<file path="src/pkg/strap_pkg.sv">
package strap_pkg;
   // ----------------------------------------------------------------
   // Register map
   // ----------------------------------------------------------------
   localparam logic [7:0] STRAP_STATUS_CONTROL_OFF = 8'hD4;
   localparam logic [7:0] RTC_WELL_STATUS_OFF      = 8'hD8;
   localparam int REBOOT_INHIBIT_BIT = 1;
   localparam int SAFE_SPEED_BIT     = 2;
   localparam int HUB_COMP_BIT       = 4;
   localparam int DEEPER_SLEEP_BIT   = 5;
   localparam int FREQ_LSB           = 8;
   localparam int FREQ_W             = 4;
   localparam int BOOT_SWAP_BIT      = 13;
   localparam int RTC_PWR_LOSS_BIT   = 2;
   localparam int RTC_SCRATCH_LSB    = 8;
   localparam int RTC_SCRATCH_W      = 8;
   localparam logic [FREQ_W-1:0] FREQ_RESET        = 4'h0;
   localparam logic [FREQ_W-1:0] SAFE_SPEED_CODE   = 4'hF;
   localparam logic [RTC_SCRATCH_W-1:0] SCRATCH_RESET = 8'h00;
   // ----------------------------------------------------------------
   // Strap vector layout and pull defaults
   // ----------------------------------------------------------------
   localparam int STRAP_W      = 5;
   localparam int S_SAFE       = 0;
   localparam int S_GNT_A      = 1;
   localparam int S_SPEAKER_OUTPUT       = 2;
   localparam int S_HUB_COMP   = 3;
   localparam int S_DEEP_SLEEP = 4;
   localparam logic [STRAP_W-1:0] STRAP_RESET = 5'h02;
   // ----------------------------------------------------------------
   // Test mode selection
   // ----------------------------------------------------------------
   localparam int PG_STABLE_CLKS = 76;
   localparam int CNT_W          = 7;
   localparam logic [CNT_W-1:0] PG_STABLE_CNT = 7'h4C;
   localparam logic [CNT_W-1:0] CNT_XOR1      = 7'h04;
   localparam logic [CNT_W-1:0] CNT_ALL_Z     = 7'h08;
   localparam logic [CNT_W-1:0] CNT_RSV_MAX   = 7'h2A;
   localparam logic [CNT_W-1:0] CNT_SAT       = 7'h7F;
   localparam logic [2:0] TM_NONE  = 3'h0;
   localparam logic [2:0] TM_XOR1  = 3'h1;
   localparam logic [2:0] TM_ALL_Z = 3'h5;
   typedef enum logic [2:0] {
      WAIT_PG = 3'b001,
      ARMED   = 3'b010,
      COUNT   = 3'b100
   } tm_state_t;
endpackage : strap_pkg

</file>
<file path="src/logic/strap_and_test_mode_capture.sv">
// Function
// - Capture each strap on power good rising edge; pins then resume normal use.
// - Safe strap high drives safe code on speed strap outputs during bus reset.
// - Safe strap level reads in bit 2 of register D4h.
// - Grant A strap low inverts A16 on every firmware range cycle.
// - Boot block swap strap state reads in bit 13 of register D4h.
// - Software cannot clear swap bit while grant A strap was captured low.
// - Speaker strap high disables hang timer reboot.
// - Reboot inhibit strap reads in bit 1 of register D4h.
// - Hub compensation strap low selects series 1.0, high parallel 1.5 buffers.
// - Test modes decode after power good high 76 clocks, counting reset low clocks.
// - Count below 4 none, 4 to 7 XOR chains, 8 tri-state, above 42 none.
// - Weak pull-up on grant A during capture keeps swap off by default.
// - RTC well reset clears RTC well bits and sets power loss status.
//
// The implementer's own choice: the APB interface to the registers.
`timescale 1ns/10ps
module strap_and_test_mode_capture
   import strap_pkg::*;
(
   input  wire logic              pclk,
   input  wire logic              presetn,
   input  wire logic              psel,
   input  wire logic              penable,
   input  wire logic              pwrite,
   input  wire logic [7:0]        paddr,
   input  wire logic [31:0]       pwdata,
   output      logic [31:0]       prdata,
   output      logic              pready,
   output      logic              pslverr,
   input  wire logic              power_good_input,
   input  wire logic              rtc_well_reset_n,
   input  wire logic              bus_reset,
   input  wire logic              codec_serial_out,
   input  wire logic              pcpci_grant_a_n,
   input  wire logic              speaker_output,
   input  wire logic              hub_compensation_pin,
   input  wire logic              deeper_sleep_regulator_pin,
   input  wire logic              fw_cycle,
   input  wire logic              fw_addr_a16,
   output      logic              fw_addr_a16_out,
   output      logic [FREQ_W-1:0] cpu_speed_strap,
   output      logic              grant_a_pullup_en,
   output      logic              hang_timer_reboot_en,
   output      logic              hub_buffer_parallel,
   output      logic [2:0]        test_mode
);
   // ----------------------------------------------------------------
   // Internal state
   // ----------------------------------------------------------------
   logic                     pg_q;
   logic                     capture;
   logic [STRAP_W-1:0]       strap_q;
   logic                     swap_q;
   logic [FREQ_W-1:0]        freq_q;
   logic                     rtc_loss_q;
   logic [RTC_SCRATCH_W-1:0] scratch_q;
   logic                     access;
   logic                     wr_en;
   logic                     hit_strap;
   logic                     hit_rtc;
   logic [31:0]              rd_d;

   assign capture   = power_good_input & ~pg_q;
   assign access    = psel & penable & pready;
   assign wr_en     = access & pwrite;
   assign hit_strap = (paddr == STRAP_STATUS_CONTROL_OFF);
   assign hit_rtc   = (paddr == RTC_WELL_STATUS_OFF);

   // ----------------------------------------------------------------
   // Strap capture
   // ----------------------------------------------------------------
   always_ff @(posedge pclk or negedge presetn) begin
      if (!presetn) begin
         pg_q <= 1'b0;
      end else begin
         pg_q <= power_good_input;
      end
   end

   strap_latch u_strap_latch (
      .pclk      (pclk),
      .presetn   (presetn),
      .capture   (capture),
      .pins      ({deeper_sleep_regulator_pin, hub_compensation_pin, speaker_output,
                   pcpci_grant_a_n, codec_serial_out}),
      .latched_q (strap_q)
   );

   always_ff @(posedge pclk or negedge presetn) begin
      if (!presetn) begin
         grant_a_pullup_en <= 1'b1;
      end else if (!power_good_input) begin
         grant_a_pullup_en <= 1'b1;
      end else begin
         grant_a_pullup_en <= 1'b0;
      end
   end

   // ----------------------------------------------------------------
   // Boot block swap
   // ----------------------------------------------------------------
   always_ff @(posedge pclk or negedge presetn) begin
      if (!presetn) begin
         swap_q <= 1'b0;
      end else if (capture) begin
         swap_q <= ~pcpci_grant_a_n;
      end else if (wr_en && hit_strap) begin
         swap_q <= pwdata[BOOT_SWAP_BIT] | ~strap_q[S_GNT_A];
      end
   end

   always_ff @(posedge pclk or negedge presetn) begin
      if (!presetn) begin
         fw_addr_a16_out <= 1'b0;
      end else begin
         fw_addr_a16_out <= fw_addr_a16 ^ (fw_cycle & swap_q);
      end
   end

   // ----------------------------------------------------------------
   // Processor speed straps, hang timer, hub buffers
   // ----------------------------------------------------------------
   always_ff @(posedge pclk or negedge presetn) begin
      if (!presetn) begin
         freq_q <= FREQ_RESET;
      end else if (wr_en && hit_strap) begin
         freq_q <= pwdata[FREQ_LSB +: FREQ_W];
      end
   end

   always_ff @(posedge pclk or negedge presetn) begin
      if (!presetn) begin
         cpu_speed_strap <= '0;
      end else if (!bus_reset) begin
         cpu_speed_strap <= '0;
      end else if (strap_q[S_SAFE]) begin
         cpu_speed_strap <= SAFE_SPEED_CODE;
      end else begin
         cpu_speed_strap <= freq_q;
      end
   end

   always_ff @(posedge pclk or negedge presetn) begin
      if (!presetn) begin
         hang_timer_reboot_en <= 1'b1;
         hub_buffer_parallel  <= 1'b0;
      end else begin
         hang_timer_reboot_en <= ~strap_q[S_SPEAKER_OUTPUT];
         hub_buffer_parallel  <= strap_q[S_HUB_COMP];
      end
   end

   // ----------------------------------------------------------------
   // RTC well bits
   // ----------------------------------------------------------------
   always_ff @(posedge pclk or negedge presetn) begin
      if (!presetn) begin
         rtc_loss_q <= 1'b0;
      end else if (!rtc_well_reset_n) begin
         rtc_loss_q <= 1'b1;
      end else if (wr_en && hit_rtc && pwdata[RTC_PWR_LOSS_BIT]) begin
         rtc_loss_q <= 1'b0;
      end
   end

   always_ff @(posedge pclk or negedge presetn) begin
      if (!presetn) begin
         scratch_q <= SCRATCH_RESET;
      end else if (!rtc_well_reset_n) begin
         scratch_q <= SCRATCH_RESET;
      end else if (wr_en && hit_rtc) begin
         scratch_q <= pwdata[RTC_SCRATCH_LSB +: RTC_SCRATCH_W];
      end
   end

   // ----------------------------------------------------------------
   // Test mode selection
   // ----------------------------------------------------------------
   test_mode_decoder u_test_mode_decoder (
      .pclk             (pclk),
      .presetn          (presetn),
      .power_good       (power_good_input),
      .rtc_well_reset_n (rtc_well_reset_n),
      .test_mode_q      (test_mode)
   );

   // ----------------------------------------------------------------
   // APB slave
   // ----------------------------------------------------------------
   always_comb begin
      rd_d = 32'h0000_0000;
      if (hit_strap) begin
         rd_d[REBOOT_INHIBIT_BIT]         = strap_q[S_SPEAKER_OUTPUT];
         rd_d[SAFE_SPEED_BIT]             = strap_q[S_SAFE];
         rd_d[HUB_COMP_BIT]               = strap_q[S_HUB_COMP];
         rd_d[DEEPER_SLEEP_BIT]           = strap_q[S_DEEP_SLEEP];
         rd_d[FREQ_LSB +: FREQ_W]         = freq_q;
         rd_d[BOOT_SWAP_BIT]              = swap_q;
      end else if (hit_rtc) begin
         rd_d[RTC_PWR_LOSS_BIT]           = rtc_loss_q;
         rd_d[RTC_SCRATCH_LSB +: RTC_SCRATCH_W] = scratch_q;
      end
   end

   always_ff @(posedge pclk or negedge presetn) begin
      if (!presetn) begin
         pready  <= 1'b0;
         pslverr <= 1'b0;
         prdata  <= 32'h0000_0000;
      end else if (psel && penable && !pready) begin
         pready  <= 1'b1;
         pslverr <= ~(hit_strap | hit_rtc);
         prdata  <= pwrite ? 32'h0000_0000 : rd_d;
      end else begin
         pready  <= 1'b0;
         pslverr <= 1'b0;
         prdata  <= 32'h0000_0000;
      end
   end
endmodule : strap_and_test_mode_capture

</file>
<file path="src/logic/strap_latch.sv">
`timescale 1ns/10ps
module strap_latch
   import strap_pkg::*;
(
   input  wire logic               pclk,
   input  wire logic               presetn,
   input  wire logic               capture,
   input  wire logic [STRAP_W-1:0] pins,
   output      logic [STRAP_W-1:0] latched_q
);
   // ----------------------------------------------------------------
   // Per-strap capture flops.
   // ----------------------------------------------------------------
   for (genvar i = 0; i < STRAP_W; i++) begin : g_bit
      always_ff @(posedge pclk or negedge presetn) begin
         if (!presetn) begin
            latched_q[i] <= STRAP_RESET[i];
         end else if (capture) begin
            latched_q[i] <= pins[i];
         end
      end
   end
endmodule : strap_latch

</file>
<file path="src/logic/test_mode_decoder.sv">
`timescale 1ns/10ps
module test_mode_decoder
   import strap_pkg::*;
(
   input  wire logic       pclk,
   input  wire logic       presetn,
   input  wire logic       power_good,
   input  wire logic       rtc_well_reset_n,
   output      logic [2:0] test_mode_q
);
   tm_state_t        state_q;
   logic [CNT_W-1:0] pg_cnt_q;
   logic [CNT_W-1:0] low_cnt_q;

   // ----------------------------------------------------------------
   // Power good qualification and low-pulse counting.
   // ----------------------------------------------------------------
   always_ff @(posedge pclk or negedge presetn) begin
      if (!presetn) begin
         state_q   <= WAIT_PG;
         pg_cnt_q  <= '0;
         low_cnt_q <= '0;
      end else if (!power_good) begin
         state_q   <= WAIT_PG;
         pg_cnt_q  <= '0;
         low_cnt_q <= '0;
      end else begin
         unique case (state_q)
            WAIT_PG: begin
               pg_cnt_q <= pg_cnt_q + 7'h01;
               if (pg_cnt_q + 7'h01 >= PG_STABLE_CNT) begin
                  state_q <= ARMED;
               end
            end
            ARMED: begin
               if (!rtc_well_reset_n) begin
                  state_q   <= COUNT;
                  low_cnt_q <= 7'h01;
               end
            end
            COUNT: begin
               if (rtc_well_reset_n) begin
                  state_q <= ARMED;
               end else if (low_cnt_q != CNT_SAT) begin
                  low_cnt_q <= low_cnt_q + 7'h01;
               end
            end
         endcase
      end
   end

   // ----------------------------------------------------------------
   // Decode the count when the low pulse ends.
   // ----------------------------------------------------------------
   always_ff @(posedge pclk or negedge presetn) begin
      if (!presetn) begin
         test_mode_q <= TM_NONE;
      end else if (!power_good) begin
         test_mode_q <= TM_NONE;
      end else if (state_q == COUNT && rtc_well_reset_n) begin
         if (low_cnt_q < CNT_XOR1 || low_cnt_q > CNT_ALL_Z) begin
            test_mode_q <= TM_NONE;
         end else begin
            test_mode_q <= TM_XOR1 + 3'(low_cnt_q - CNT_XOR1);
         end
      end
   end
endmodule : test_mode_decoder

</file>
<file path="config.mk">
export PLATFORM = sky130hd
export DESIGN_NAME = strap_and_test_mode_capture
export DESIGN_NICKNAME = d
export VERILOG_FILES = /design/src/pkg/strap_pkg.sv /design/src/logic/strap_and_test_mode_capture.sv /design/src/logic/strap_latch.sv /design/src/logic/test_mode_decoder.sv
export SDC_FILE = /design/constraint.sdc
export NUM_CORES = 1
export LEC_CHECK = 0
export ABC_AREA = 1
export BUFFER_PORTS_ARGS = -buffer_cell sky130_fd_sc_hd__buf_2
export CORE_MARGIN = 1
export CORE_UTILIZATION = 46
export CTS_CLUSTER_SIZE = 16
export DETAILED_ROUTE_END_ITERATION = 8
export PLACE_DENSITY = 0.87
export SETUP_SLACK_MARGIN = 0.3
export SKIP_CTS_REPAIR_TIMING = 1
export SLEW_MARGIN = 20
export SYNTH_ARGS = -nofsm -noshare
export SYNTH_HDL_FRONTEND = slang
export SYNTH_SLANG_ARGS = --single-unit
export TNS_END_PERCENT = 5
</file>
<file path="constraint.sdc">
create_clock -name pclk -period 1.4 [get_ports pclk]
set_clock_uncertainty 0.15 [all_clocks]
set_input_delay 0.07 -clock pclk [delete_from_list [all_inputs] [get_ports pclk]]
set_output_delay 0.07 -clock pclk [all_outputs]
set_load 0.02 [all_outputs]
</file>
After elaboration in Yosys (flattened, before gate mapping) --
Cells that the tools add are included.
Storage, ports and cells: register bits 82, word-level logic and storage cells 106, output and inout bits 45
Cells by class: bitwise logic cells 13, $lt $le $gt $ge 3, add/subtract/negate cells 4, muxes and demuxes 37, reductions and logical operators 11, eq/ne operators 16
Operator list (number):
- 2-to-1 mux 7 bit | 6
- 2-to-1 mux 16 bit | 2
- 2-to-1 mux 8 bit | 3
- 2-to-1 mux 3 bit | 7
- equality test 8 bit, second input constant | 2
- adder 7 x 1 -> 7 bit, second input constant | 2
- one-hot mux 7 bit (2 select lines) | 1
- 2-to-1 mux 1 bit | 12
- 2-to-1 mux 4 bit | 3
- != test 3 bit, second input constant | 3
- one-hot mux 3 bit (3 select lines) | 1
- != test 2 x 1 -> 1 bit, second input constant | 4
- greater-or-equal comparator 7 bit, second input constant | 1
- greater-than comparator 7 x 4 -> 1 bit, second input constant | 1
- < comparator 7 x 3 -> 1 bit, second input constant | 1
- != test 7 bit, second input constant | 1
- logical AND 1 bit | 6
- != test 3 x 2 -> 1 bit, second input constant | 2
- bitwise AND 1 bit | 5
- inverter 1 bit | 5
- 2-to-1 mux 2 bit | 2
- AND reduction 4 bit | 1
- adder 1 x 3 -> 3 bit, first input constant | 1
- equality test 3 x 1 -> 1 bit, second input constant | 1
- 10 further kinds | 11

Logic depth before layout (Yosys ltp) --
Gate-level depths: netlist (run 1).
depth after elaboration 7, gate-level depth with buffers 11

By module --
A second synthesis (run 1) with hierarchy kept.
Unflattened totals: cell total of the unflattened synthesis 364, area, all modules 3079.2 um^2
Modules (own cells, without submodules):
- strap_and_test_mode_capture | area an instance 1762.9 um^2, cells an instance 193, instances 1
- test_mode_decoder | area an instance 1129.8 um^2, cells an instance 150, instances 1
- strap_latch | area an instance 186.4 um^2, cells an instance 21, instances 1

Worst setup path before layout (run 1) --
OpenSTA, ideal clock, no wires.
path kind register to register, from register u_test_mode_decoder.pg_cnt_q[0], to register u_test_mode_decoder.state_q[1], required time 1.179 ns, path slack -0.019 ns, stages on the path, launching flop included 10, data arrival time 1.198 ns, setup time 0.071 ns, cells stage by stage dfrtp_1 -> ha_1 -> nand2_1 -> inv_1 -> nand3_1 -> xor2_1 -> nand2_1 -> nand2_1 -> nand2_1 -> nor2_1
Between the ends: cells in the longest elaborated chain, start to end 4
RTL lines:
- from (decl) | line test_mode_decoder.sv:12 | logic [CNT_W-1:0] pg_cnt_q;
- from (signal assigned) | line test_mode_decoder.sv:30 | pg_cnt_q <= pg_cnt_q + 7'h01;
- adder 7 x 1 -> 7 bit | line test_mode_decoder.sv:31 | if (pg_cnt_q + 7'h01 >= PG_STABLE_CNT) begin
- greater-or-equal comparator 7 bit | line test_mode_decoder.sv:31
- != test 3 x 2 -> 1 bit (no source line)
- AND reduction 3 bit (no source line)
- to (signal assigned) | line test_mode_decoder.sv:32 | state_q <= ARMED;
- to (signal assigned) | line test_mode_decoder.sv:37 | state_q <= COUNT;
- to (signal assigned) | line test_mode_decoder.sv:43 | state_q <= ARMED;
- to (decl) | line test_mode_decoder.sv:11 | tm_state_t state_q;
No other way between the ends. A chain may end at the register's enable or synchronous reset.

Worst setup path in the final report (run 1) --
from register u_test_mode_decoder.state_q[0], to register u_test_mode_decoder.low_cnt_q[5]
Between the ends: cells in the longest elaborated chain, start to end 3, elaborated cells on any way between the ends 9, those cells by class eq/ne (6); mux (2); reduce/logical (1)
RTL lines:
- from (signal assigned) | line test_mode_decoder.sv:20 | state_q <= WAIT_PG;
- from (signal assigned) | line test_mode_decoder.sv:24 | state_q <= WAIT_PG;
- from (signal assigned) | line test_mode_decoder.sv:32
- equality test 3 bit or equality test 3 x 2 -> 1 bit (tied branches) | line test_mode_decoder.sv:28 | unique case (state_q)
- != test 3 x 2 -> 1 bit (no source line), or another cell as far along
- AND reduction 4 bit (no source line) or 2-to-1 mux 7 bit (tied branches)
- to (signal assigned) | line test_mode_decoder.sv:45 | low_cnt_q <= low_cnt_q + 7'h01;
- to (decl) | line test_mode_decoder.sv:13 | logic [CNT_W-1:0] low_cnt_q;
Several ways; a longest one is shown, not always the timed one.

==> qor.yml, run 1 <==
synth_ff_type: "dfrtp_1"
die_area_sq_mm: 0.00694
hp-start: "penable"
timing.max_cap.violations: 0
hold_path_class: "primary input to register"
overflow: 0
period_minus_slack_ns: 1.60
critPathLaunchType: "register"
synth_top_area_cell: "dfrtp_1"
fin_cells: 515
synth_edf_count: 0
antenna_cells: 0
required_ns: 1.49
hold-worst-slack_ns: -0.103
die_h_um: 83.3
ys_types: 43
finalHoldViolCount: 6
ys_seq_area_share_pct: 51.2
tns_ns: -1.92
h-tree-depth: 3
wl_um: 9230
leakagePower_uw: 0.00211
viasPerCell: 5.50
vdd_drop_max_mv: 0.939
fin_total_pwr_uw: 4520
root_buffer: "clkbuf_8"
synth_top_area_share_pct: 47.7
fill_cells: 400
power.density_mw_per_mm2: 1070
yosys-top-cells-area: "dfrtp_1, nand2_1, nand3_1"
yosys_warnings: 0
io_pins: 100
grt_pass1_wl_um: 11200
areaGrowthSynthToFinish_pct: 38.7
drv_slew: 0
rsz0062_at_grt: "yes"
placed_cells: 475
ys_ff_latch: 62
insertion_delay_ns: 0.36
final_nets: 491
worstHoldEndpoint: "pready"
gp_congestion: 0.948
grt_start_max_net_pins: 63
reg2regPathDepth: 8
worst_pin_slew_ns: 0.495
synth_area_sq_mm: 0.00304
slew_headroom_pct: 66.7
finalSetupViolations: 16
drc_errors: 0
clk_pin_slew_worst_paths_ns: 0.06
coreArea_sq_mm: 0.00635
cts_buffers: 9
antenna_left: 0
grt_pass1_vias: 2450
ys_top_cells_by_count: "nand2_1, dfrtp_1, nand3_1"
place_hpwl_um: 4400
cts_tree: "done"
grtUsageTotal_pct: 20.5
portBuffers: 56
row_count: 29
cp.arrival_ns: 1.69
rrSetupSlack_ns: -0.20
post-route-util_pct: 66.5
cp-end-kind: "register"
status: "complete, but fails checks"
violations: "negative hold slack, negative setup slack"
path_max_fanout: 7
wire_per_inst_um: 17.9
hold_depth: 3
async_flop_share_pct: 100
drt_iter0_drc: 261
yosysMostFrequentCell: "nand2_1"
drive_gt1_share_pct: 37.0
period_share_pct: 114
r2r-end: "u_test_mode_decoder.low_cnt_q[5]"
cts_buffer_depth: 2
max_freq_ghz: 0.624
crit_type: "register to register"
avgSynthCellArea_sq_um: 9.22
antenna_found_initial: 0
rr_startpoint: "u_test_mode_decoder.state_q[0]"
clkSinkCount: 62
start_util_pct: 47.9
fp.dieW_um: 83.3
via_count: 2834
dr.pass1.iters: 7
worst_slack_ns: -0.202
postSynthCellCount: 330
-- cell families (layout without fill, tap and decap cells) --
logic type / Yosys count / in the layout / share of synthesized area [%]
other: 1 / 20 / 0.123
xor gates and xnor gates: 5 / 5 / 1.44
buffers and inverters: 66 / 155 / 11.8
AOI/OAI and AO/OA: 40 / 40 / 8.35
DFF: 62 / 62 / 51.2
and+or+nand+nor: 153 / 153 / 25.9
adders and majority gates: 3 / 3 / 1.23
-- routing by layer --
layer / share of wire [%] / wire length, um / vias up / track usage, %
met2: 54 / 5020 / 169 / 35.4
met3: 6.5 / 604 / 54 / 5.86
met4: 5.8 / 534 / 0 / 9.56
li1: - / - / 1235 / -
met5: 0 / 0 / - / 0
met1: 33 / 3080 / 1376 / 23.4
-- flip-flops by register name (all words and copies together), names as in the netlist, 3 cells and up --
register,count
u_test_mode_decoder.test_mode_q,3
u_test_mode_decoder.low_cnt_q,7
prdata,12
freq_q,4
u_test_mode_decoder.pg_cnt_q,7
cpu_speed_strap,4
u_test_mode_decoder.state_q,3
scratch_q,8
u_strap_latch.latched_q,5
-- placed cells by master (no fill, tap or decap), drive strengths merged --
| cell | instances |
|---|---|
| clkinv | 3 |
| dlygate4sd3 | 22 |
| o21ai | 21 |
| o22ai | 1 |
| buf | 75 |
| nor3 | 6 |
| a21oi | 9 |
| o31ai | 7 |
| xnor2 | 1 |
| dfrtp | 58 |
| nor2 | 20 |
| dfstp | 4 |
| nand4 | 3 |
| clkbuf | 13 |
| a31o | 1 |
| inv | 39 |
| bufinv | 3 |
| o21bai | 1 |
| nand2 | 84 |
| xor2 | 4 |
| nor3b | 1 |
| ha | 3 |
| and2 | 1 |
| nand3 | 37 |
| nor4 | 1 |
| conb | 20 |
-- how the worst max path moves through the flow --
stage	start	slack, ns	to
4_1_cts	u_test_mode_decoder.pg_cnt_q[0]	-0.25	u_test_mode_decoder.state_q[1]
3_5_place_dp	u_test_mode_decoder.pg_cnt_q[0]	-0.15	u_test_mode_decoder.state_q[1]
2_1_floorplan	u_test_mode_decoder.pg_cnt_q[0]	-0.02	u_test_mode_decoder.state_q[1]
6_report	u_test_mode_decoder.state_q[0]	-0.20	u_test_mode_decoder.low_cnt_q[5]
3_3_place_gp	u_test_mode_decoder.pg_cnt_q[0]	-0.06	u_test_mode_decoder.state_q[1]
5_1_grt	u_test_mode_decoder.state_q[0]	-0.27	u_test_mode_decoder.low_cnt_q[0]
-- worst max-delay path, stage by stage (launching register included) --
cell	delay, ns
dfstp_2	0.38
inv_1	0.13
nand3_4	0.15
a21oi_2	0.25
o21ai_4	0.11
nand2_4	0.12
inv_4	0.06
nand2_1	0.05
o21ai_0	0.07
-- where the power goes --
part	leakage, uW	internal, uW	switching [uW]	total (uW)
Clock	0.000124	1280	736	2020
Combinational	0.00119	210	365	575
Sequential	0.000795	1880	54.5	1930
Total	0.00211	3370	1150	4520
-- metrics by stage --
step                      hold slack [ns]  worst slack [ns]  instance area [sq um]
after floorplan                    -0.376           -0.0183                   3110
final                              -0.103            -0.202                   4220
after global placement            -0.0501           -0.0580                   3440
after CTS                          -0.414            -0.253                   3690
after global routing              -0.0856            -0.270                   4220
after detailed placement          -0.0412            -0.153                   3440
-- final cells by class --
| cell class | count | area, sq um | share of cell area (%) |
|---|---|---|---|
| Clock buffer | 13 | 159 | 3.76 |
| Timing Repair Buffer | 97 | 778 | 18.4 |
| Inverter | 42 | 174 | 4.12 |
| Tap cell | 77 | 96.3 | 2.28 |
| Multi-Input combinational cell | 221 | 1370 | 32.4 |
| Clock inverter | 3 | 90.1 | 2.13 |
| Sequential cell | 62 | 1560 | 36.9 |
No activity file was read; power rests on OpenSTA's default activity.
==> inputs of run 2 (changes only) <==
PLACE_DENSITY = default   (was 0.87)
PLACE_DENSITY_LB_ADDON = 0.15   (was default)
==> run 2 against run 1 <==
The flow still finishes with violations (negative hold slack, negative setup slack). Via count fell by 12%. Global-route usage fell by 2.0 points. Fmax rose by 6.7%. Die area did not move. Final area fell by 1.5%. Worst setup slack improved by 0.10 ns. Register-to-register slack improved by 0.10 ns. Sequential share of layout area rose by 0.60 points. Power fell by 11%. Combinational power fell by 6.4%. Critical path type unchanged. Highest routed layer unchanged.
==> qor.yml, run 2 (synthesized netlist as in run 1, its figures left out) <==
status: "complete, but fails checks"  # unchanged
violations: "negative hold slack, negative setup slack"  # unchanged
dr.pass1.iters: 4  # was 7
power.density_mw_per_mm2: 969  # was 1070 mW/mm^2
r2r-end: "u_test_mode_decoder.state_q[1]"  # was u_test_mode_decoder.low_cnt_q[5]
hold_depth: 3  # unchanged
finalSetupViolations: 13  # was 16
largest-register: "prdata"  # unchanged
worstHoldEndpoint: "pready"  # unchanged
reg.largest.list: "prdata x12, scratch_q x8"  # unchanged
grtUsageTotal_pct: 18.5  # was 20.5%
cts_buffers: 9  # unchanged
drc_errors: 0  # unchanged
clkSinkCount: 62  # unchanged
gp_congestion: 0.835  # was 0.948
io_pins: 100  # unchanged
hp-start: "penable"  # unchanged
grt_pass1_vias: 2323  # was 2450
required_ns: 1.52  # was 1.49 ns
die_area_sq_mm: 0.00694  # unchanged
leakagePower_uw: 0.00209  # was 0.00211 uW
antenna_found_initial: 0  # unchanged
wire_per_inst_um: 12.6  # was 17.9 um
hold-worst-slack_ns: -0.0743  # was -0.103 ns
drv_slew: 0  # unchanged
cts_tree: "done"  # unchanged
drt_iter0_drc: 95  # was 261
cts_buffer_depth: 2  # unchanged
reg2regPathDepth: 10  # was 8
viasPerCell: 4.85  # was 5.50
coreArea_sq_mm: 0.00635  # unchanged
cp-end-kind: "register"  # unchanged
placed_area_sq_mm: 0.00347  # was 0.00344 sq mm
rsz0062_at_grt: "yes"  # unchanged
overflow: 0  # unchanged
finalHoldViolCount: 10  # was 6
hold_path_class: "primary input to register"  # unchanged
rrSetupSlack_ns: -0.10  # was -0.20 ns
portBuffers: 56  # unchanged
grt_start_max_net_pins: 63  # unchanged
tns_ns: -0.752  # was -1.92 ns
antenna_cells: 0  # unchanged
layout_commonest_cell: "nand2_1"  # unchanged
row_count: 29  # unchanged
areaGrowthSynthToFinish_pct: 36.6  # was 38.7%
insertion_delay_ns: 0.34  # was 0.36 ns
largest_reg_flops: 12  # unchanged
fill_cells: 504  # was 400
via_count: 2505  # was 2834
path_max_fanout: 3  # was 7
wl_um: 6500  # was 9230 um
stdcell_area_sq_mm: 0.00416  # was 0.00422 sq mm
place_hpwl_um: 4290  # was 4400 um
drive_gt1_share_pct: 38.4  # was 37.0%
clk_pin_slew_worst_paths_ns: 0.07  # was 0.06 ns
h-tree-depth: 3  # unchanged
fp.dieW_um: 83.3  # unchanged
period_share_pct: 107  # was 114%
rr_startpoint: "u_test_mode_decoder.pg_cnt_q[1]"  # was u_test_mode_decoder.state_q[0]
antenna_left: 0  # unchanged
crit_type: "register to register"  # unchanged
max_freq_ghz: 0.666  # was 0.624 GHz
timing.max_cap.violations: 0  # unchanged
worst_slack_ns: -0.101  # was -0.202 ns
grt_pass1_wl_um: 10300  # was 11200 um
die_h_um: 83.3  # unchanged
start_util_pct: 47.9  # unchanged
vdd_drop_max_mv: 0.776  # was 0.939 mV
root_buffer: "clkbuf_8"  # unchanged
cp.arrival_ns: 1.62  # was 1.69 ns
critPathLaunchType: "register"  # unchanged
layout_common_cells: "nand2_1, dfrtp_1, buf_2"  # unchanged
final_nets: 493  # was 491
period_minus_slack_ns: 1.50  # was 1.60 ns
==> run 2: changes by cell type in the layout (fill, tap and decap cells not counted), sizes merged <==
| cell | delta |
|---|---|
| buf | +4 |
| bufinv | -2 |
| clkbuf | -4 |
| clkinv | +3 |
| clkinvlp | +1 |
| dlygate4sd3 | -2 |
| inv | +2 |
==> run 2: power breakdown <==
part | internal (uW) | leakage (uW) | switching (uW)
Sequential | 1880 | 0.000794 | 42.2
Combinational | 213 | 0.00119 | 325
Clock | 827 | 0.0000996 | 746
==> run 2: worst max-delay path, cell delays in order (launching register included) <==
cell     delay [ns]
dfrtp_1        0.38
ha_2           0.21
nand2_2        0.06
inv_2          0.05
nor2_2         0.13
nand3_1        0.09
nand3_2        0.08
nand2_2        0.05
nand2_2        0.08
nand2_1        0.06
nor2_1         0.08
==> run 2: per-stage QoR <==
step	instances	util (%)	hold WS, ns	total power (uW)	setup slack (ns)
after detailed placement	479	54.6	-0.0453	2390	-0.180
after global routing	517	65.5	-0.0506	4200	-0.178
after global placement	479	54.6	-0.0443	2380	-0.162
after CTS	495	57.8	-0.411	3960	-0.206
after floorplan	349	-	-0.376	2240	-0.0183
final	517	65.5	-0.0743	4030	-0.101
==> run 2: worst max-delay path by stage <==
stage                                    startpoint                              to  slack (ns)  cells past startpoint
floorplan           u_test_mode_decoder.pg_cnt_q[0]  u_test_mode_decoder.state_q[1]       -0.02                     10
global placement    u_test_mode_decoder.pg_cnt_q[0]  u_test_mode_decoder.state_q[1]       -0.16                     10
detailed placement  u_test_mode_decoder.pg_cnt_q[0]  u_test_mode_decoder.state_q[1]       -0.18                     10
CTS                 u_test_mode_decoder.pg_cnt_q[0]  u_test_mode_decoder.state_q[1]       -0.21                     10
global route        u_test_mode_decoder.pg_cnt_q[1]  u_test_mode_decoder.state_q[1]       -0.18                     10
finish              u_test_mode_decoder.pg_cnt_q[1]  u_test_mode_decoder.state_q[1]       -0.10                     10
==> run 2: final cells by class <==
type / count / area, sq um / share of cell area [%]
Clock buffer: 9 / 124 / 2.98
Inverter: 42 / 174 / 4.18
Timing Repair Buffer: 99 / 764 / 18.4
Multi-Input combinational cell: 221 / 1370 / 32.9
Tap cell: 77 / 96.3 / 2.32
Sequential cell: 62 / 1560 / 37.5
Clock inverter: 7 / 73.8 / 1.78
==> run 2: metal layers <==
layer | global-route usage [%] | share of wire (%) | vias up
li1 | - | - | 1232
met1 | 23.4 | 44 | 1214
met2 | 31.7 | 52 | 51
met3 | 3.08 | 3.0 | 8
met4 | 7.37 | 1.3 | 0
met5 | 0 | 0 | -
